## src/rtl/bdcfg_regs.svh

```systemverilog
// bdcfg_regs.svh: block numbers, field codes and timing counts of the button direction configuration block
// assumes a 25 MHz core clock; included by bare name with an include guard
`ifndef BDCFG_REGS_SVH
`define BDCFG_REGS_SVH

`define BDCFG_BLK_SETTING    16'h002C
`define BDCFG_BLK_IDENTIFY   16'h0050
`define BDCFG_BLK_TARGET     16'h0051
`define BDCFG_BLK_PIN        16'h0052
`define BDCFG_BLK_VALUE      16'h0054
`define BDCFG_IDENT_CODE     8'h19
`define BDCFG_TARGET_CODE    8'h10
`define BDCFG_DIR_STANDARD   8'h00
`define BDCFG_DIR_INVERTED   8'h01
`define BDCFG_SETTING_RST    8'h00
`define BDCFG_PIN_RST        32'h0000_0000
`define BDCFG_CLK_KHZ        25000
`define BDCFG_SPACING_SLOW_MS 20
`define BDCFG_SPACING_FAST_MS 10
`define BDCFG_TELEGRAM_US    500
`define BDCFG_EVENT_US       2500
`define BDCFG_SPACING_SLOW_CYC (`BDCFG_SPACING_SLOW_MS * `BDCFG_CLK_KHZ)
`define BDCFG_SPACING_FAST_CYC (`BDCFG_SPACING_FAST_MS * `BDCFG_CLK_KHZ)
`define BDCFG_TELEGRAM_CYC   ((`BDCFG_TELEGRAM_US * `BDCFG_CLK_KHZ) / 1000)
`define BDCFG_GAP_CYC        (((`BDCFG_EVENT_US - 3 * `BDCFG_TELEGRAM_US) * `BDCFG_CLK_KHZ) / 2000)

`endif

```

## src/rtl/bdcfg_pkg.sv

```systemverilog
// bdcfg_pkg.sv: types shared by the button direction configuration block
// assumes bdcfg_regs.svh holds the block numbers, field codes and timing counts
package bdcfg_pkg;
  typedef enum logic [4:0] {
    BDCFG_ST_IDLE   = 5'b00001,
    BDCFG_ST_IDENT  = 5'b00010,
    BDCFG_ST_AUTH   = 5'b00100,
    BDCFG_ST_TARGET = 5'b01000,
    BDCFG_ST_VALUE  = 5'b10000
  } bdcfg_state_t;

  typedef enum logic [3:0] {
    BDCFG_AD_IDLE = 4'b0001,
    BDCFG_AD_TX   = 4'b0010,
    BDCFG_AD_GAP  = 4'b0100,
    BDCFG_AD_WAIT = 4'b1000
  } bdcfg_adv_t;
endpackage : bdcfg_pkg

```

## src/rtl/bdcfg_top.sv

```systemverilog
// bdcfg_top.sv: button direction configuration over the tag mailbox, press/release encoding and advertising timing
// assumes one-cycle mailbox write/read strobes from the tag front end on core_clk_i; spring contacts are pins
//
// Contract
// - with the default setting a spring move away from the board is a press and toward it a release.
// - a setting of 0x01 reverses that, so toward the board is a press and away a release.
// - a setting of 0x00 keeps the standard encoding.
// - a write of first byte 0x19 to block 0x0050 opens a configuration request by the second-level user.
// - the four-byte PIN written to block 0x0052 then authenticates the pending request.
// - a write to block 0x0051 with last byte 0x10 selects the button setting register.
// - the first byte of a write to block 0x0054, others zero, loads the selected register.
// - a read of block 0x002C returns four bytes with the setting in the first byte.
// - advertising events are spaced 20 ms by default and 10 ms when the fast setting is selected.
// - each event is three telegrams of about 0.5 ms on three channels, about 2.5 ms in all.
// - events go out on the standard advertising channels or on user-chosen channels.
`timescale 1ns/10ps
`include "bdcfg_regs.svh"
module bdcfg_top
  import bdcfg_pkg::*;
#(
  parameter logic [31:0] USER_PIN = `BDCFG_PIN_RST, // arbitrary value, set per unit
  parameter int unsigned SLOW_CYC = `BDCFG_SPACING_SLOW_CYC,
  parameter int unsigned FAST_CYC = `BDCFG_SPACING_FAST_CYC
) (
  input  wire logic        core_clk_i,
  input  wire logic        sys_rst_i,
  input  wire logic        mbx_wr_i,
  input  wire logic        mbx_rd_i,
  input  wire logic [15:0] mbx_blk_i,
  input  wire logic [31:0] mbx_wdata_i,
  input  wire logic        spring_away_i,
  input  wire logic        spring_toward_i,
  input  wire logic        fast_spacing_i,
  input  wire logic        user_channels_i,
  output logic [31:0]      mbx_rdata_o,
  output logic             mbx_rvalid_o,
  output logic             auth_ok_o,
  output logic             press_o,
  output logic             release_o,
  output logic             tx_on_o,
  output logic [1:0]       chan_o,
  output logic             user_chan_o
);
  // byte 0 of a mailbox word is the first byte on the air
  logic [7:0] b0;
  logic [7:0] b3;
  assign b0 = mbx_wdata_i[7:0];
  assign b3 = mbx_wdata_i[31:24];

  // spring contacts come from pins
  logic away_s;
  logic toward_s;
  bdcfg_sync u_sync_away (
    .core_clk_i (core_clk_i),
    .sys_rst_i  (sys_rst_i),
    .async_i    (spring_away_i),
    .sync_o     (away_s)
  );
  bdcfg_sync u_sync_toward (
    .core_clk_i (core_clk_i),
    .sys_rst_i  (sys_rst_i),
    .async_i    (spring_toward_i),
    .sync_o     (toward_s)
  );

  // configuration sequence state
  bdcfg_state_t st_r, st_nxt;
  logic [7:0]   setting_r, setting_nxt;
  logic [31:0]  rdata_r, rdata_nxt;
  logic         rvalid_r, rvalid_nxt;
  logic         auth_r, auth_nxt;

  always_comb begin
    st_nxt      = st_r;
    setting_nxt = setting_r;
    if (mbx_wr_i) begin
      if (mbx_blk_i == `BDCFG_BLK_IDENTIFY) begin
        // a fresh identify always restarts the sequence
        st_nxt = (b0 == `BDCFG_IDENT_CODE) ? BDCFG_ST_IDENT : BDCFG_ST_IDLE;
      end else begin
        unique case (st_r)
          BDCFG_ST_IDLE: st_nxt = BDCFG_ST_IDLE;
          BDCFG_ST_IDENT: begin
            if (mbx_blk_i == `BDCFG_BLK_PIN && mbx_wdata_i == USER_PIN) st_nxt = BDCFG_ST_AUTH;
            else st_nxt = BDCFG_ST_IDLE;
          end
          BDCFG_ST_AUTH, BDCFG_ST_TARGET, BDCFG_ST_VALUE: begin
            if (mbx_blk_i == `BDCFG_BLK_TARGET) begin
              // other targets leave the session open but deselect this register
              st_nxt = (b3 == `BDCFG_TARGET_CODE) ? BDCFG_ST_TARGET : BDCFG_ST_AUTH;
            end else if (mbx_blk_i == `BDCFG_BLK_VALUE && st_r != BDCFG_ST_AUTH) begin
              if (mbx_wdata_i[31:8] == 24'h000000) begin
                setting_nxt = b0;
                st_nxt      = BDCFG_ST_VALUE;
              end
            end else if (mbx_blk_i == `BDCFG_BLK_PIN && mbx_wdata_i != USER_PIN) begin
              st_nxt = BDCFG_ST_IDLE;
            end
          end
        endcase
      end
    end
    // the authenticated flag is a flop of its own so the pin never sees decode glitches
    auth_nxt = (st_nxt == BDCFG_ST_AUTH) || (st_nxt == BDCFG_ST_TARGET) || (st_nxt == BDCFG_ST_VALUE);
  end

  // readback of the setting register
  always_comb begin
    rvalid_nxt = mbx_rd_i;
    rdata_nxt  = rdata_r;
    if (mbx_rd_i) begin
      rdata_nxt = (mbx_blk_i == `BDCFG_BLK_SETTING) ? {24'h000000, setting_r} : 32'h0000_0000;
    end
  end

  always_ff @(posedge core_clk_i) begin
    if (sys_rst_i) begin
      st_r      <= BDCFG_ST_IDLE;
      setting_r <= `BDCFG_SETTING_RST; // standard encoding out of reset
      rdata_r   <= 32'h0000_0000;
      rvalid_r  <= 1'b0;
      auth_r    <= 1'b0;
    end else begin
      st_r      <= st_nxt;
      setting_r <= setting_nxt;
      rdata_r   <= rdata_nxt;
      rvalid_r  <= rvalid_nxt;
      auth_r    <= auth_nxt;
    end
  end

  // direction encoding; any value other than 0x01 is treated as standard
  logic inv;
  logic away_d_r, toward_d_r;
  logic press_r, press_nxt, release_r, release_nxt;
  logic away_edge, toward_edge;
  assign inv         = (setting_r == `BDCFG_DIR_INVERTED);
  assign away_edge   = away_s & ~away_d_r;
  assign toward_edge = toward_s & ~toward_d_r;

  always_comb begin
    press_nxt   = inv ? toward_edge : away_edge;
    release_nxt = inv ? away_edge : toward_edge;
  end

  always_ff @(posedge core_clk_i) begin
    if (sys_rst_i) begin
      away_d_r   <= 1'b0;
      toward_d_r <= 1'b0;
      press_r    <= 1'b0;
      release_r  <= 1'b0;
    end else begin
      away_d_r   <= away_s;
      toward_d_r <= toward_s;
      press_r    <= press_nxt;
      release_r  <= release_nxt;
    end
  end

  // advertising sequencer; started by a reported action while it is idle
  logic       adv_tx;
  logic [1:0] adv_ch;
  logic       tx_r, ucr_r;
  logic [1:0] ch_r;
  bdcfg_adv #(
    .SLOW_CYC (SLOW_CYC),
    .FAST_CYC (FAST_CYC),
    .TLG_CYC  (`BDCFG_TELEGRAM_CYC),
    .GAP_CYC  (`BDCFG_GAP_CYC),
    .EVENTS   (3)
  ) u_adv (
    .core_clk_i (core_clk_i),
    .sys_rst_i  (sys_rst_i),
    .start_i    (press_r | release_r),
    .fast_i     (fast_spacing_i),
    .tx_on_o    (adv_tx),
    .chan_o     (adv_ch),
    .busy_o     ()
  );

  // channel set choice rides with each telegram, registered for clean outputs
  always_ff @(posedge core_clk_i) begin
    if (sys_rst_i) begin
      tx_r  <= 1'b0;
      ch_r  <= 2'h0;
      ucr_r <= 1'b0;
    end else begin
      tx_r  <= adv_tx;
      ch_r  <= adv_ch;
      ucr_r <= user_channels_i;
    end
  end

  assign mbx_rdata_o  = rdata_r;
  assign mbx_rvalid_o = rvalid_r;
  assign auth_ok_o    = auth_r;
  assign press_o      = press_r;
  assign release_o    = release_r;
  assign tx_on_o      = tx_r;
  assign chan_o       = ch_r;
  assign user_chan_o  = ucr_r;

  // helper for the telegram length checks: cycles the current telegram has stood on the pin;
  // 16 bits cover one telegram, a stuck telegram trips the bound long before it wraps
  logic [15:0] tx_run_r;
  logic [15:0] tx_run_nxt;

  always_comb begin
    tx_run_nxt = tx_r ? (tx_run_r + 16'h1) : 16'h0;
  end

  always_ff @(posedge core_clk_i) begin
    if (sys_rst_i) begin
      tx_run_r <= 16'h0000;
    end else begin
      tx_run_r <= tx_run_nxt;
    end
  end
endmodule : bdcfg_top

```

## src/rtl/bdcfg_sync.sv

```systemverilog
// bdcfg_sync.sv: two-flop synchroniser for a level that arrives from a pin
// assumes the destination clock is core_clk_i; first flop read only by the second
`timescale 1ns/10ps
module bdcfg_sync (
  input  wire logic core_clk_i,
  input  wire logic sys_rst_i,
  input  wire logic async_i,
  output logic      sync_o
);
  logic meta_r;
  logic sync_r;
  logic meta_nxt;
  logic sync_nxt;

  // plain shift, kept apart from any decoding
  always_comb begin
    meta_nxt = async_i;
    sync_nxt = meta_r;
  end

  always_ff @(posedge core_clk_i) begin
    if (sys_rst_i) begin
      meta_r <= 1'b0;
      sync_r <= 1'b0;
    end else begin
      meta_r <= meta_nxt;
      sync_r <= sync_nxt;
    end
  end

  assign sync_o = sync_r;
endmodule : bdcfg_sync

```

## src/rtl/bdcfg_adv.sv

```systemverilog
// bdcfg_adv.sv: advertising event sequencer, three telegrams on three channels per event
// assumes a one-cycle start pulse per spring action; 25 MHz clock
`timescale 1ns/10ps
`include "bdcfg_regs.svh"
module bdcfg_adv
  import bdcfg_pkg::*;
#(
  parameter int unsigned SLOW_CYC = `BDCFG_SPACING_SLOW_CYC,
  parameter int unsigned FAST_CYC = `BDCFG_SPACING_FAST_CYC,
  parameter int unsigned TLG_CYC  = `BDCFG_TELEGRAM_CYC,
  parameter int unsigned GAP_CYC  = `BDCFG_GAP_CYC,
  parameter int unsigned EVENTS   = 3
) (
  input  wire logic       core_clk_i,
  input  wire logic       sys_rst_i,
  input  wire logic       start_i,
  input  wire logic       fast_i,
  output logic            tx_on_o,
  output logic [1:0]      chan_o,
  output logic            busy_o
);
  bdcfg_adv_t  st_r, st_nxt;
  logic [31:0] cnt_r, cnt_nxt;
  logic [31:0] evt_r, evt_nxt;
  logic [1:0]  ch_r, ch_nxt;
  logic [3:0]  ev_r, ev_nxt;
  logic [31:0] spacing;

  // spacing runs from one event start to the next, so the event itself lies inside it;
  // a spacing shorter than the event only makes events run back to back
  assign spacing = fast_i ? FAST_CYC : SLOW_CYC;

  always_comb begin
    st_nxt  = st_r;
    cnt_nxt = cnt_r + 32'h1;
    evt_nxt = evt_r + 32'h1;
    ch_nxt  = ch_r;
    ev_nxt  = ev_r;
    unique case (st_r)
      BDCFG_AD_IDLE: begin
        cnt_nxt = 32'h0;
        evt_nxt = 32'h0;
        if (start_i) begin
          st_nxt = BDCFG_AD_TX;
          ch_nxt = 2'h0;
          ev_nxt = 4'h0;
        end
      end
      BDCFG_AD_TX: begin
        if (cnt_r >= TLG_CYC - 1) begin
          if (ch_r == 2'h2) begin
            st_nxt = BDCFG_AD_WAIT; // three channels done
          end else begin
            st_nxt = BDCFG_AD_GAP;
          end
        end
      end
      BDCFG_AD_GAP: begin
        if (cnt_r >= TLG_CYC + GAP_CYC - 1) begin
          st_nxt  = BDCFG_AD_TX;  // channel change then next telegram
          ch_nxt  = ch_r + 2'h1;
          cnt_nxt = 32'h0;
        end
      end
      BDCFG_AD_WAIT: begin
        if (evt_r >= spacing - 32'h1) begin // event spacing 20 or 10 ms
          ch_nxt  = 2'h0;
          cnt_nxt = 32'h0;
          evt_nxt = 32'h0;
          ev_nxt  = ev_r + 4'h1;
          st_nxt  = (ev_r == 4'(EVENTS - 1)) ? BDCFG_AD_IDLE : BDCFG_AD_TX;
        end
      end
    endcase
  end

  always_ff @(posedge core_clk_i) begin
    if (sys_rst_i) begin
      st_r  <= BDCFG_AD_IDLE;
      cnt_r <= 32'h0;
      evt_r <= 32'h0;
      ch_r  <= 2'h0;
      ev_r  <= 4'h0;
    end else begin
      st_r  <= st_nxt;
      cnt_r <= cnt_nxt;
      evt_r <= evt_nxt;
      ch_r  <= ch_nxt;
      ev_r  <= ev_nxt;
    end
  end

  assign tx_on_o = (st_r == BDCFG_AD_TX);
  assign chan_o  = ch_r;
  assign busy_o  = (st_r != BDCFG_AD_IDLE);
endmodule : bdcfg_adv

```

## config.mk

```make
export PLATFORM = sky130hd
export DESIGN_NAME = bdcfg_top
export DESIGN_NICKNAME = d
export VERILOG_FILES = /design/src/rtl/bdcfg_pkg.sv /design/src/rtl/bdcfg_top.sv /design/src/rtl/bdcfg_sync.sv /design/src/rtl/bdcfg_adv.sv
export VERILOG_INCLUDE_DIRS = /design/src /design/src/rtl
export SDC_FILE = /design/constraint.sdc
export NUM_CORES = 1
export LEC_CHECK = 0
export BUFFER_PORTS_ARGS = -buffer_cell sky130_fd_sc_hd__buf_2
export CAP_MARGIN = 0
export CORE_MARGIN = 3
export CORE_UTILIZATION = 58
export CTS_BUF_LIST = sky130_fd_sc_hd__clkbuf_4
export DETAILED_ROUTE_END_ITERATION = 8
export GPL_TIMING_DRIVEN = 0
export PLACE_DENSITY = 0.87
export SETUP_SLACK_MARGIN = 0.4
export SLEW_MARGIN = 10
export SYNTH_ARGS = -nofsm -noshare
export SYNTH_HDL_FRONTEND = slang
export SYNTH_SLANG_ARGS = --single-unit
```

## constraint.sdc

```tcl
create_clock -name core_clk_i -period 3 [get_ports core_clk_i]
set_clock_uncertainty 0.2 [all_clocks]
set_input_delay 0.15 -clock core_clk_i [delete_from_list [all_inputs] [get_ports core_clk_i]]
set_output_delay 0.15 -clock core_clk_i [all_outputs]
set_load 0.01 [all_outputs]
```

; ---- Word-level counts from Yosys, hierarchy flattened
; Index checks and enable logic that the tools add are counted.
[word_totals]
output_inout_bits = 40
reg_bits = 133
inputBits = 56
[op_classes]
n_addsub = 5
mux = 33
n_lt_le_gt_ge = 3
n_reduce_logical = 15
eq_ne = 27
bitwise = 7
[op_table]
columns = operator, count
row1 = 32-bit two-way mux, 3
row2 = 32-bit case mux with 3 select lines, 1
row3 = "32-bit by 1-bit adder with 32-bit output, second input constant", 2
row4 = "16-bit by 7-bit == test with 1-bit output, second input constant", 4
row5 = 32-bit case mux with 2 select lines, 1
row6 = "32-bit by 14-bit >= comparator with 1-bit output, second input constant", 1
row7 = "32-bit by 15-bit >= comparator with 1-bit output, second input constant", 1
row8 = 32-bit >= comparator, 1
row9 = 32-bit zero test, 1
row10 = 4-bit two-way mux, 8
row11 = 32-bit nonzero test, 1
row12 = "32-bit by 1-bit subtractor with 32-bit output, second input constant", 1
row13 = 5-bit two-way mux, 6
row14 = 24-bit zero test, 1
row15 = 19-bit two-way mux, 1
row16 = "16-bit by 6-bit == test with 1-bit output, second input constant", 1
row17 = "8-bit by 5-bit == test with 1-bit output, second input constant", 2
row18 = 4-bit case mux with 4 select lines, 1
row19 = 5-bit case mux with 3 select lines, 1
row20 = "5-bit by 3-bit == test with 1-bit output, second input constant", 2
row21 = "5-bit by 4-bit == test with 1-bit output, second input constant", 2
row22 = "5-bit == test, second input constant", 2
row23 = 2-bit two-way mux, 5
row24 = "4-bit by 2-bit == test with 1-bit output, second input constant", 2
row25 = 27 further kinds, 39

; ---- Logic depth before layout (Yosys ltp)
; Gate-level depths: netlist (run 1).
[logic_depth]
word_depth = 11
depth_mapped = 10
mapped_depth_nobuf = 9

; ---- Modules after synthesis
; A second synthesis (run 1) with hierarchy kept.
[unflattened]
cells_unflattened = 615
hier_area_um2 = 5494.0
[by_module_without_submodules]
columns = module, n_inst, area_per_inst_um2, seq_area_each_um2, cells_each
row1 = bdcfg_adv, 1, 3673.5, 1481.4, 412
row2 = bdcfg_top, 1, 1715.4, 620.6, 195
row3 = bdcfg_sync, 2, 52.6, 40.0, 4

; ---- Worst setup path after synthesis (run 1)
; No wires, ideal clock.
[synth_path]
kind = register to register
start = register u_adv.evt_r[13]
end = register u_adv.cnt_r[28]
stages_incl_launch_ff = 10
t_arrival_ps = 2065
path_slack_ps = 607
setup_time_ps = 128
t_required_ps = 2672
path_cell_list = dfxtp_1 ha_1 a21o_1 a21o_1 a21oi_1 a211oi_1 o31ai_2 o21bai_1 clkbuf_1 nor2_1
[synth_via]
elab_chain_len = 3
[synth_lines]
columns = item, line
row1 = start: declaration, bdcfg_adv.sv:24  ; logic [31:0] evt_r, evt_nxt;
row2 = start signal: assignment, bdcfg_adv.sv:87  ; evt_r <= evt_nxt;
row3 = 32-bit >= comparator, bdcfg_adv.sv:66  ; if (evt_r >= spacing - 32'h1) begin
row4 = 32-bit two-way mux, bdcfg_adv.sv:66
row5 = 32-bit case mux with 3 select lines, bdcfg_adv.sv:39  ; unique case (st_r)
row6 = end signal: assignment, bdcfg_adv.sv:86  ; cnt_r <= cnt_nxt;
row7 = end: declaration, bdcfg_adv.sv:23  ; logic [31:0] cnt_r, cnt_nxt;
; Every way passes these cells.
; A chain may end at the register's enable or synchronous reset.

; ---- Final worst setup path (run 1)
[layout_path]
start = input port mbx_wdata_i[1]
end = register auth_r (netlist: auth_ok_o)
[layout_via]
elab_chain_len = 11
word_cells_on_any_way = 18
cone_classes = eq/ne (4) / mux (8) / reduce/logical (6)
[layout_lines]
columns = item, line
row1 = start: declaration, bdcfg_top.sv:30  ; input wire logic [31:0] mbx_wdata_i,
row2 = 32-bit nonzero test, bdcfg_top.sv:96  ; end else if (mbx_blk_i == `BDCFG_BLK_PIN && mbx_wdata_i != USER_PIN) begin
row3 = 1-bit logical AND, bdcfg_top.sv:96
row4 = 5-bit two-way mux, bdcfg_top.sv:96
row5 = 5-bit two-way mux, bdcfg_top.sv:91  ; end else if (mbx_blk_i == `BDCFG_BLK_VALUE && st_r != BDCFG_ST_AUTH) begin
row6 = 5-bit two-way mux, bdcfg_top.sv:88  ; if (mbx_blk_i == `BDCFG_BLK_TARGET) begin
row7 = 5-bit case mux with 3 select lines, bdcfg_top.sv:81  ; unique case (st_r)
row8 = 5-bit two-way mux (*), bdcfg_top.sv:77  ; if (mbx_blk_i == `BDCFG_BLK_IDENTIFY) begin
row9 = 5-bit two-way mux (*), bdcfg_top.sv:76  ; if (mbx_wr_i) begin
row10 = 5-bit by 3-bit == test with 1-bit output or 5-bit by 4-bit == test with 1-bit output (tied branches), bdcfg_top.sv:104  ; auth_nxt = (st_nxt == BDCFG_ST_AUTH) || (st_nxt == BDCFG_ST_TARGET) || (st_nxt == BDCFG_ST_VALUE);
row11 = 1-bit logical OR, bdcfg_top.sv:104
row12 = 1-bit logical OR (*), bdcfg_top.sv:104
row13 = end signal: assignment, bdcfg_top.sv:128  ; auth_r <= auth_nxt;
row14 = end: declaration, bdcfg_top.sv:71  ; logic auth_r, auth_nxt;
; Every way passes the cells marked *; elsewhere a longest branch is shown, timed or not.

==> results of run 1 <==
worst max-delay path, delay by kind of cell:
family	cells	cell delay [ns]
buffers and inverters	2	0.67
and+or+nand+nor	3	1.06
AOI/OAI and AO/OA	4	0.82
metal layers:
metal	wire (µm)	GRT usage [%]
met5	0	0
met4	371	10.1
met3	910	5.46
met2	6220	42.9
met1	4930	26.2
area by class of cell:
cell class,instances,area (µm²)
multi-input combinational,481,3040
timing repair buffer,88,538
sequential,109,2190
inverter,15,56.3
fill,621,2500
buffer,39,260
clock buffer,9,67.6
clock inverter,7,67.6
tap,108,135
metrics by stage:
step	cells	cell area (µm²)	util, %	hold WS [ns]
4_1_cts	854	6250	70.7	0.0198
3_3_place_gp	822	5920	66.9	0.158
5_1_grt	856	6350	71.7	0.0568
3_5_place_dp	822	5920	66.9	0.163
2_1_floorplan	644	5440	-	0.0782
6_report	856	6350	71.7	0.0548
flip-flops by register name, indices dropped and copies added, names as in the netlist, 2 cells and up:
| name | flops |
|---|---|
| u_adv.chan_o | 2 |
| mbx_rdata_o | 8 |
| u_adv.evt_r | 32 |
| u_adv.cnt_r | 32 |
| setting_r | 8 |
| u_adv.st_r | 4 |
| u_adv.ev_r | 4 |
| st_r | 5 |
| chan_o | 2 |
synthesized netlist by cell type (15+ instances only):
cell,number,share of area (%)
buf_4,25,3.5
xor2_1,38,6.2
inv_1,15,1.1
xnor2_1,23,3.8
nand2_1,30,2.1
a21oi_1,20,1.9
nand3_1,28,2.6
nor2_1,119,8.3
nor2b_1,21,2.5
dfxtp_1,109,41
nand4_1,21,2.5
nor4_1,21,2.5
power by group:
group          switching (µW)  total (µW)  internal, µW
Clock                     509         702           193
Sequential               16.2        1490          1470
Combinational             162         278           116
Total                     688        2470          1780
cells by family (layout without fill, tap and decap cells):
logic type / count (synthesis) / in the layout
and+or+nand+nor: 313 / 313
DFF: 109 / 109
AOI/OAI and AO/OA: 61 / 61
xor gates and xnor gates: 61 / 61
buffers and inverters: 54 / 158
adders and majority gates: 12 / 12
muxes: 10 / 10
other: 1 / 24
worst max-delay path by stage:
| stage | startpoint | endpoint | cells after the start |
|---|---|---|---|
| 6_report | mbx_wdata_i[1] | auth_ok_o | 9 |
| 5_1_grt | u_adv.cnt_r[26] | u_adv.st_r[0] | 7 |
| 4_1_cts | u_adv.evt_r[13] | u_adv.cnt_r[11] | 9 |
| 3_5_place_dp | u_adv.evt_r[13] | u_adv.cnt_r[22] | 9 |
| 3_3_place_gp | u_adv.evt_r[13] | u_adv.cnt_r[19] | 9 |
| 2_1_floorplan | u_adv.evt_r[13] | u_adv.cnt_r[28] | 9 |
timing repair:
item                       CTS  global route
pin swaps                    0             5
setup buffers                0             2
hold endpoints to repair    33             0
hold buffers                16             0
setup endpoints to repair   65            69
gates resized for setup     11            21
==> qor.csv, run 1 <==
metric,value,unit
drt wl/cell,14.5,µm
Worst Setup End Kind,register,
status,"finished, final reports clean",
cells after synthesis,621,
initial core utilization,60.5,%
f_max,400,MHz
CTS Buf Count,9,
worst min path class,in2reg,
Post-Synth XOR/XNOR Area,9.99,%
reg2reg setup slack,0.51,ns
post-detail-place hpwl,8960,µm
synthesis-to-layout area growth,18.6,%
core area,8850,µm²
worst r2r dst,u_adv.st_r[0],
Compound-Gate Fraction of Synth Area,7.62,%
Remaining DRCs,0,
Root Buffer,clkbuf_4,
GP Congestion,0.921,
Power Dens Cells,389,nW/µm²
Post-Syn Area,5350,µm²
Yosys Warn Count,0,
"Avg Cell Area, Syn",8.62,µm²
# setup viols final,0,
sequential share of the synthesized area,40.8,%
Tcrit/Tclk final,83.3,%
I/O Buffers,70,
pre-CTS setup slack,0.0117,ns
overall routing resource usage,23.6,%
Pleak,0.00253,µW
Antenna diodes,0,
Clock Sinks,109,
Clock Latency Late Sink,0.47,ns
r2r worst-path depth,7,
Netlist cell types,65,
FP Rows,34,
total power,2470,µW
Die H,102,µm
"Top FF cell, synth",dfxtp_1,
"commonest non-fill, non-tap cell in the layout",nor2_1,
vias per cell,5.60,
largest family of logic cells by synthesized area,simple AND/OR/NAND/NOR gates,
setup TNS,0,ns
number of enable flip-flop cells after synthesis,0,
worst hold start,mbx_blk_i[1],
H-tree depth,3,
RSZ-0062 raised after global routing,no,
CTS tree,built,
layout cell share with drive strength beyond 1,20.2,%
Worst path max stage delay,0.54,ns
Yosys reg bits,109,
hold path depth,4,
I/O pin count,96,
crit path max fanout,5,
drt pass-1 iters,5,
Longest Clk Path Bufs,2,
Vias,4793,
Synth Area in Adders,2.81,%
Setup Crit Path Kind,in2reg,
CP Cell Sequence,dlygate4sd3_1 -> buf_2 -> or4_4 -> or3_4 -> nor3_4 -> a21boi_2 -> o31a_1 -> a211o_1 -> a31oi_1,
Reg2Reg Launch Point,u_adv.cnt_r[26],
Arrival @ worst endpoint,2.70,ns
final WL,12400,µm
Iter 0 DRT Violations,233,
largest net degree at the start of global routing,21,
Hold Fails Final Rpt,0,
Nets,811,
first-pass GRT wire length,20000,µm
Synth Area in Simple Gates,31.2,%
Clock transition at path regs,0.17,ns
CP startpoint kind,input port,
"Slew Viols, Final",0,
Slew HR,19.2,%
maximum vdd drop,0.254,mV
"FFs w/ async S/R, synth",0,%
WP data required,3.20,ns
Max-Cap Viols,0,
Slew @ Worst Pin,1.20,ns
CP max stage cell,dlygate4sd3_1,
"commonest non-fill, non-tap cells in the layout","nor2_1, dfxtp_1, buf_2, xor2_1, nand2_1",
Final min period,2.50,ns
Die Area,10400,µm²
post-route ant nets,0,
vias in the first global route,4601,
final worst slack,0.502,ns
initial antenna violation count,0,
post-synthesis mux area share,1.87,%
Hold EP,st_r[0],
GRT Residual Overflow,0,
width of the die,102,µm
No activity file was read; power rests on OpenSTA's default activity.
==> inputs of run 2 (changes only) <==
--- a/config.mk
+++ b/config.mk
@@ -6,14 +6,15 @@
 export SDC_FILE = /design/constraint.sdc
 export NUM_CORES = 1
 export LEC_CHECK = 0
+export ABC_AREA = 1
 export BUFFER_PORTS_ARGS = -buffer_cell sky130_fd_sc_hd__buf_2
 export CAP_MARGIN = 0
 export CORE_MARGIN = 3
-export CORE_UTILIZATION = 58
+export CORE_UTILIZATION = 54
 export CTS_BUF_LIST = sky130_fd_sc_hd__clkbuf_4
 export DETAILED_ROUTE_END_ITERATION = 8
 export GPL_TIMING_DRIVEN = 0
-export PLACE_DENSITY = 0.87
+export PLACE_DENSITY = 0.84
 export SETUP_SLACK_MARGIN = 0.4
 export SLEW_MARGIN = 10
 export SYNTH_ARGS = -nofsm -noshare
==> constraint.sdc (replaced) <==
create_clock -name core_clk_i -period 2 [get_ports core_clk_i]
set_clock_uncertainty 0.2 [all_clocks]
set_input_delay 0.1 -clock core_clk_i [delete_from_list [all_inputs] [get_ports core_clk_i]]
set_output_delay 0.1 -clock core_clk_i [all_outputs]
set_load 0.01 [all_outputs]
==> run 2 against run 1 <==
The run now ends with negative hold slack, negative setup slack left. Setup slack got worse by 0.84 ns. Die area rose by 24%. Register-to-register slack got worse by 0.85 ns. Clock power rose by 61%. Via count rose by 43%. Critical path depth rose by 1. Critical path type is now reg2reg. Largest power group unchanged. Highest routed layer unchanged.
==> qor.csv, run 2 <==
metric,value,unit,change
f_max,428,MHz,
setup TNS,-8.98,ns,-8.98 ns
status,finished with violations,,
Net Sw Frac,36.4,%,+8.5 points
post-route ant nets,0,,unchanged
cells after synthesis,916,,+48%
Slew @ Worst Pin,0.749,ns,-0.451 ns
GP Congestion,0.925,,+0.45%
final WL,19000,µm,+53%
Post-Syn Area,6250,µm²,+17%
"Avg Cell Area, Syn",6.82,µm²,-21%
number of enable flip-flop cells after synthesis,0,,unchanged
grt met3 use,4.88,%,-0.58 points
Netlist cell types,47,,-28%
CP startpoint kind,register,,
I/O Buffers,71,,+1.4%
Seq pwr share,46.0,%,-14 points
"FFs w/ async S/R, synth",0,%,unchanged
FP Rows,38,,+12%
NetSw,1920,µW,+180%
"Top FF cell, synth",dfxtp_1,,
Int Power,3350,µW,+88%
Hold Buf Count CTS,22,,+6
violated checks,"negative hold slack, negative setup slack",,
Die Area,12900,µm²,+24%
Worst setup startpoint,u_adv.evt_r[1],,
"Slew Viols, Final",0,,unchanged
initial antenna violation count,0,,unchanged
drt wl/cell,15.3,µm,+5.5%
final worst slack,-0.338,ns,-0.840 ns
Iter 0 DRT Violations,545,,+130%
Bufs and invs on worst path,0,,-2
maximum vdd drop,0.546,mV,+120%
overall routing resource usage,25.1,%,+1.5 points
Longest Clk Path Bufs,2,,unchanged
first-pass GRT wire length,26700,µm,+34%
GRT Max-Usage Layer,met2,,
Vias,6833,,+43%
final instance area,8460,µm²,+33%
post-synth top area share,34.9,%,-5.8 points
cell taking the most area after synthesis,dfxtp_1,,
width of the die,114,µm,+11%
tightest hold margin,-0.142,ns,-0.197 ns
worst hold start,mbx_blk_i[12],,
Clock Latency Late Sink,0.50,ns,+0.03 ns
Die H,114,µm,+11%
drt pass-1 iters,6,,+1
synthesis-to-layout area growth,35.5,%,
RSZ-0062 raised after global routing,yes,,
Post-synth top cells,"nand2_1, nor2_1, inv_1, dfxtp_1",,
Slew HR,50.0,%,+31 points
Nets,1162,,+43%
sequential share of the synthesized area,34.9,%,-5.8 points
total power,5270,µW,+110%
fill count,737,,+19%
Antenna diodes,0,,unchanged
CTS tree,built,,
worst min path class,in2reg,,
Remaining DRCs,0,,unchanged
WP data required,2.21,ns,-0.99 ns
Clock Power Share,21.3,%,-7.2 points
"count leader, synth",nand2_1,,
met2 capacity usage during global routing,43.0,%,+0.15 points
top flop regs,"u_adv.cnt_r: 32 flops, u_adv.evt_r: 32 flops",,
H-tree depth,3,,unchanged
Worst path top cell family by delay,simple AND/OR/NAND/NOR gates,,
M1 GR Usage,31.0,%,+4.8 points
Final min period,2.34,ns,
Power Dens Cells,623,nW/µm²,+60%
Yosys reg bits,109,,unchanged
Tcrit/Tclk final,117,%,
I/O pin count,96,,unchanged
vias in the first global route,5997,,+30%
Setup Crit Path Kind,reg2reg,,
Max-Cap Viols,0,,unchanged
"commonest non-fill, non-tap cell in the layout",nand2_1,,
"commonest non-fill, non-tap cells in the layout","nand2_1, inv_1, nor2_1, dfxtp_1, buf_2",,
Worst path max stage delay,0.41,ns,-0.13 ns
crit path max fanout,4,,-1
Comb power frac,32.7,%,+22 points
Root Buffer,clkbuf_4,,
Placed Area,7000,µm²,+18%
initial core utilization,56.4,%,-4.1 points
CP max stage cell,dfxtp_4,,
CP Cell Sequence,ha_4 -> nand2_4 -> nor2_4 -> nand2_4 -> nor3_4 -> nand2_2 -> nor2_4 -> nand4_1 -> nor3_2 -> nor3_2,,
Clock transition at path regs,0.17,ns,about the same
Pleak,0.00388,µW,+53%
CTS Buf Count,9,,unchanged
post-detail-place hpwl,10500,µm,+17%
Hold Fails Final Rpt,8,,+8
Clock Sinks,109,,unchanged
# setup viols final,69,,+69
layout cell share with drive strength beyond 1,32.5,%,+12 points
Worst Setup End Kind,register,,
largest cells by area after synthesis,"dfxtp_1, nand2_1, nor2_1",,
Arrival @ worst endpoint,2.54,ns,-0.16 ns
Reg2Reg Launch Point,u_adv.evt_r[1],,
core area,11100,µm²,+25%
largest net degree at the start of global routing,18,,-14%
GRT Residual Overflow,0,,unchanged
vias per cell,5.51,,-1.5%
Yosys Warn Count,0,,unchanged
## run 2: routing by layer
| metal | up-vias | part of all wire, % |
|---|---|---|
| met5 | - | 0 |
| met4 | 0 | 4.8 |
| met3 | 111 | 7.6 |
| met2 | 380 | 49 |
| met1 | 3110 | 39 |
| li1 | 3232 | - |
## run 2: repair_timing
action	4_1_cts	5_1_grt
pin swaps	31	32
endpoints found under the setup margin	85	95
setup buffers	23	25
resized for setup	75	112
cloned	2	2
endpoints found under the hold margin	38	8
## run 2: logic make-up (layout without fill, tap and decap cells)
logic type / after synthesis / after routing / synth area share [%]
AOI/OAI and AO/OA: 78 / 78 / 6.75
and+or+nand+nor: 501 / 502 / 38.6
xor gates and xnor gates: 29 / 29 / 4.07
other: 1 / 24 / 0.0600
buffers and inverters: 186 / 345 / 13.1
DFF: 109 / 109 / 34.9
adders and majority gates: 12 / 12 / 2.40
## run 2: area by class of cell
cell class                      count  area, µm²  area share (%)
Sequential cell                   109       2240            26.5
Tap cell                          140        175            2.07
Clock inverter                      7       63.8           0.754
Multi-Input combinational cell    645       4050            47.8
Inverter                          147        552            6.52
Clock buffer                        9       67.6           0.798
Buffer                             39        300            3.55
Timing Repair Buffer              143       1010            12.0
## run 2: final timing paths
path / to / slack (ns) / cells past startpoint
worst max-delay path: u_adv.evt_r[20] / -0.34 / 10
worst min-delay path: mbx_rdata_o[2] / -0.14 / 6
worst max register to register: u_adv.evt_r[20] / -0.34 / 10
worst min register to register: u_sync_away.sync_o / 0.22 / 2
## run 2: power by group through the flow
stage / combinational [µW] / clock, µW / sequential, µW
after floorplan: 873 / 0 / 2440
after global placement: 1180 / 0 / 2450
after detailed placement: 1210 / 0 / 2450
after CTS: 1370 / 1120 / 2420
after global routing: 1880 / 1220 / 2440
final: 1720 / 1130 / 2420
## run 2: per-stage QoR
step                      worst slack, ns  cells  utilization, %
after floorplan                     0.132    939               -
after global placement             -0.220   1150            63.1
after detailed placement           -0.214   1150            63.1
after CTS                         -0.0902   1213            70.5
after global routing               -0.387   1239            76.4
final                              -0.338   1239            76.4
## run 2: worst reg2reg max path: cells and delay by family (launching register included)
family        cells  cell delay, ns
fa+ha+maj         1            0.15
flops             1            0.41
simple gates      9            1.50
==> inputs of run 3 (changes only) <==
--- a/config.mk
+++ b/config.mk
@@ -6,15 +6,14 @@
 export SDC_FILE = /design/constraint.sdc
 export NUM_CORES = 1
 export LEC_CHECK = 0
-export ABC_AREA = 1
 export BUFFER_PORTS_ARGS = -buffer_cell sky130_fd_sc_hd__buf_2
 export CAP_MARGIN = 0
 export CORE_MARGIN = 3
-export CORE_UTILIZATION = 54
+export CORE_UTILIZATION = 52
 export CTS_BUF_LIST = sky130_fd_sc_hd__clkbuf_4
 export DETAILED_ROUTE_END_ITERATION = 8
 export GPL_TIMING_DRIVEN = 0
-export PLACE_DENSITY = 0.84
+export PLACE_DENSITY = 0.83
 export SETUP_SLACK_MARGIN = 0.4
 export SLEW_MARGIN = 10
 export SYNTH_ARGS = -nofsm -noshare
==> run 3 against run 2 <==
The flow still finishes with violations (negative hold slack, negative setup slack). Maximum frequency decreased by 3.3%. Critical path depth is 2 lower. Sequential power shrank 8%. Design area decreased by 13%. Hold slack better by 0.14 ns. Non-clock buffer count shrank 24. Setup slack got worse by 0.079 ns. Total power is 24% lower. Count of clock-buffer cells in the layout stayed put.
==> qor.csv, run 3 (synthesis results as in run 1) <==
metric,value,unit,change
status,finished with violations,,
violated checks,"negative hold slack, negative setup slack",,
layout cell share with drive strength beyond 1,37.1,%,+4.6 points
Die Area,11500,µm²,-10%
CP startpoint kind,register,,
core area,9910,µm²,-11%
final WL,16000,µm,-16%
CTS tree,built,,
Pleak,0.00280,µW,-28%
Root Buffer,clkbuf_4,,
CTS Buf Count,9,,unchanged
Clock Latency Late Sink,0.49,ns,about the same
maximum vdd drop,0.327,mV,-40%
final instance area,7400,µm²,-13%
"Slew Viols, Final",0,,unchanged
drt pass-1 iters,5,,-1
total power,4010,µW,-24%
post-detail-place hpwl,8840,µm,-16%
Clock Sinks,109,,unchanged
vias in the first global route,5010,,-16%
I/O Buffers,70,,-1.4%
Final min period,2.42,ns,+0.0787 ns
worst min path class,in2reg,,
post-route ant nets,0,,unchanged
met2 capacity usage during global routing,44.2,%,+1.2 points
FF/Latch Area,2220,µm²,-0.95%
# setup viols final,79,,+14%
NetSw,1220,µW,-37%
Slew @ Worst Pin,0.706,ns,-0.0438 ns
Antenna diodes,0,,unchanged
Die H,107,µm,-5.4%
RSZ-0062 raised after global routing,yes,,
Worst path max stage delay,0.46,ns,+0.05 ns
FP Rows,36,,-5.3%
initial antenna violation count,0,,unchanged
Non-Filler Instances,912,,-26%
Seq pwr share,55.8,%,+9.8 points
GP Congestion,0.844,,-8.7%
CP Cell Sequence,nor4_2 -> nand4_1 -> or4_4 -> a211o_1 -> o31ai_4 -> o21bai_4 -> buf_6 -> nor2_1,,
CP max stage cell,or4_4,,
Nets,842,,-28%
crit path max fanout,7,,+3
Worst setup startpoint,u_adv.cnt_r[23],,
"commonest non-fill, non-tap cell in the layout",dfxtp_1,,
top flop regs,"u_adv.cnt_r: 32 flops, u_adv.evt_r: 32 flops",,
Remaining DRCs,0,,unchanged
I/O pin count,96,,unchanged
initial core utilization,54.0,%,-2.4 points
Placed Area,6160,µm²,-12%
Setup Crit Path Kind,reg2reg,,
worst hold start,mbx_wdata_i[28],,
Slew HR,52.8,%,+2.8 points
Power Dens Cells,542,nW/µm²,-13%
Iter 0 DRT Violations,329,,-40%
Vias,5266,,-23%
WP data required,2.22,ns,about the same
Arrival @ worst endpoint,2.64,ns,+0.10 ns
pre-CTS setup slack,-0.528,ns,-0.314 ns
M1 GR Usage,25.3,%,-5.7 points
Clock Power Share,27.4,%,+6.1 points
Max-Cap Viols,0,,unchanged
Comb power frac,16.9,%,-16 points
Int Power,2790,µW,-17%
f_max,414,MHz,-3.3%
GRT Residual Overflow,0,,unchanged
Longest Clk Path Bufs,2,,unchanged
grt met3 use,4.02,%,-0.86 points
fill count,600,,-19%
Multi-input gate area,3650,µm²,-9.8%
H-tree depth,3,,unchanged
Hold Fails Final Rpt,1,,-7
vias per cell,5.77,,+4.7%
Worst Setup End Kind,register,,
Reg2Reg Launch Point,u_adv.cnt_r[23],,
overall routing resource usage,23.5,%,-1.6 points
placed insts,847,,-26%
"commonest non-fill, non-tap cells in the layout","dfxtp_1, buf_2, nor2_1, buf_4, xor2_1",,
Net Sw Frac,30.4,%,-6.1 points
first-pass GRT wire length,22300,µm,-17%
synthesis-to-layout area growth,38.3,%,
final worst slack,-0.417,ns,-0.0787 ns
width of the die,107,µm,-5.4%
GRT Max-Usage Layer,met2,,
Tcrit/Tclk final,121,%,+3.9 points
drt wl/cell,17.5,µm,+14%
largest net degree at the start of global routing,21,,+3
tightest hold margin,-0.00414,ns,+0.138 ns
Clock transition at path regs,0.17,ns,about the same
## run 3: changes by cell type in the layout (fill, tap and decap cells not counted), moves of 10 or more
cell,previous run,this run
o21ai_0,18,2
nor2_4,18,30
nand2_2,20,1
mux2i_1,0,10
nor2_1,122,65
nor3_1,27,5
nand4_1,35,21
nor2b_1,0,21
inv_2,14,0
nand2_1,147,29
buf_4,63,42
xnor2_1,6,23
inv_1,133,15
xor2_1,22,35
## run 3: critical path, delay by kind of cell (launching register included)
kind                   cells  cell delay (ns)
DFF                        1             0.39
and+or+nand+nor            4             0.99
AOI/OAI and AO/OA          3             0.60
buffers and inverters      1             0.18
## run 3: metal layers
metal | share of wire [%] | up-vias | wire, µm
li1 | - | 2430 | -
met1 | 38 | 2494 | 6030
met2 | 51 | 277 | 8200
met3 | 7.2 | 65 | 1160
met4 | 3.8 | 0 | 602
met5 | 0 | - | 0
## run 3: path summary, 6_finish.rpt
path / slack, ns / endpoint / cells after the start
min: -0.004 / st_r[2] / 5
max reg2reg: -0.42 / u_adv.cnt_r[22] / 8
max: -0.42 / u_adv.cnt_r[22] / 8
min reg2reg: 0.23 / u_adv.cnt_r[0] / 1
## run 3: stage by stage
| step | hold WS (ns) | util (%) | setup TNS (ns) |
|---|---|---|---|
| 2_1_floorplan | 0.0282 | - | -4.76 |
| 3_3_place_gp | 0.147 | 62.1 | -23.17 |
| 3_5_place_dp | 0.158 | 62.1 | -26.68 |
| 4_1_cts | -0.0765 | 70.6 | -21.59 |
| 5_1_grt | 0.0238 | 74.7 | -29.65 |
| 6_report | -0.00414 | 74.7 | -23.93 |
## run 3: layout make-up
class                      count  share of cell area, %
buffer                        39                   4.50
timing repair buffer         119                   11.3
clock inverter                 7                  0.896
tap                          133                   2.25
multi-input combinational    481                   49.3
clock buffer                   9                  0.913
sequential                   109                   30.0
inverter                      15                  0.761
## run 3: repair_timing
| action | in CTS | in global routing |
|---|---|---|
| endpoints found under the setup margin | 87 | 96 |
| resized for setup | 81 | 106 |
| cloned | 6 | 0 |
| pin swaps | 55 | 17 |
| endpoints found under the hold margin | 67 | 8 |
| setup buffers | 17 | 6 |
| hold buffers | 20 | 1 |
## run 3: power by group through the flow
stage               sequential, µW  combinational [µW]  clock, µW
global route                  2240                 722       1180
finish                        2230                 675       1100
CTS                           2230                 556       1090
global placement              2270                 407          0
detailed placement            2280                 416          0
floorplan                     2270                 283          0
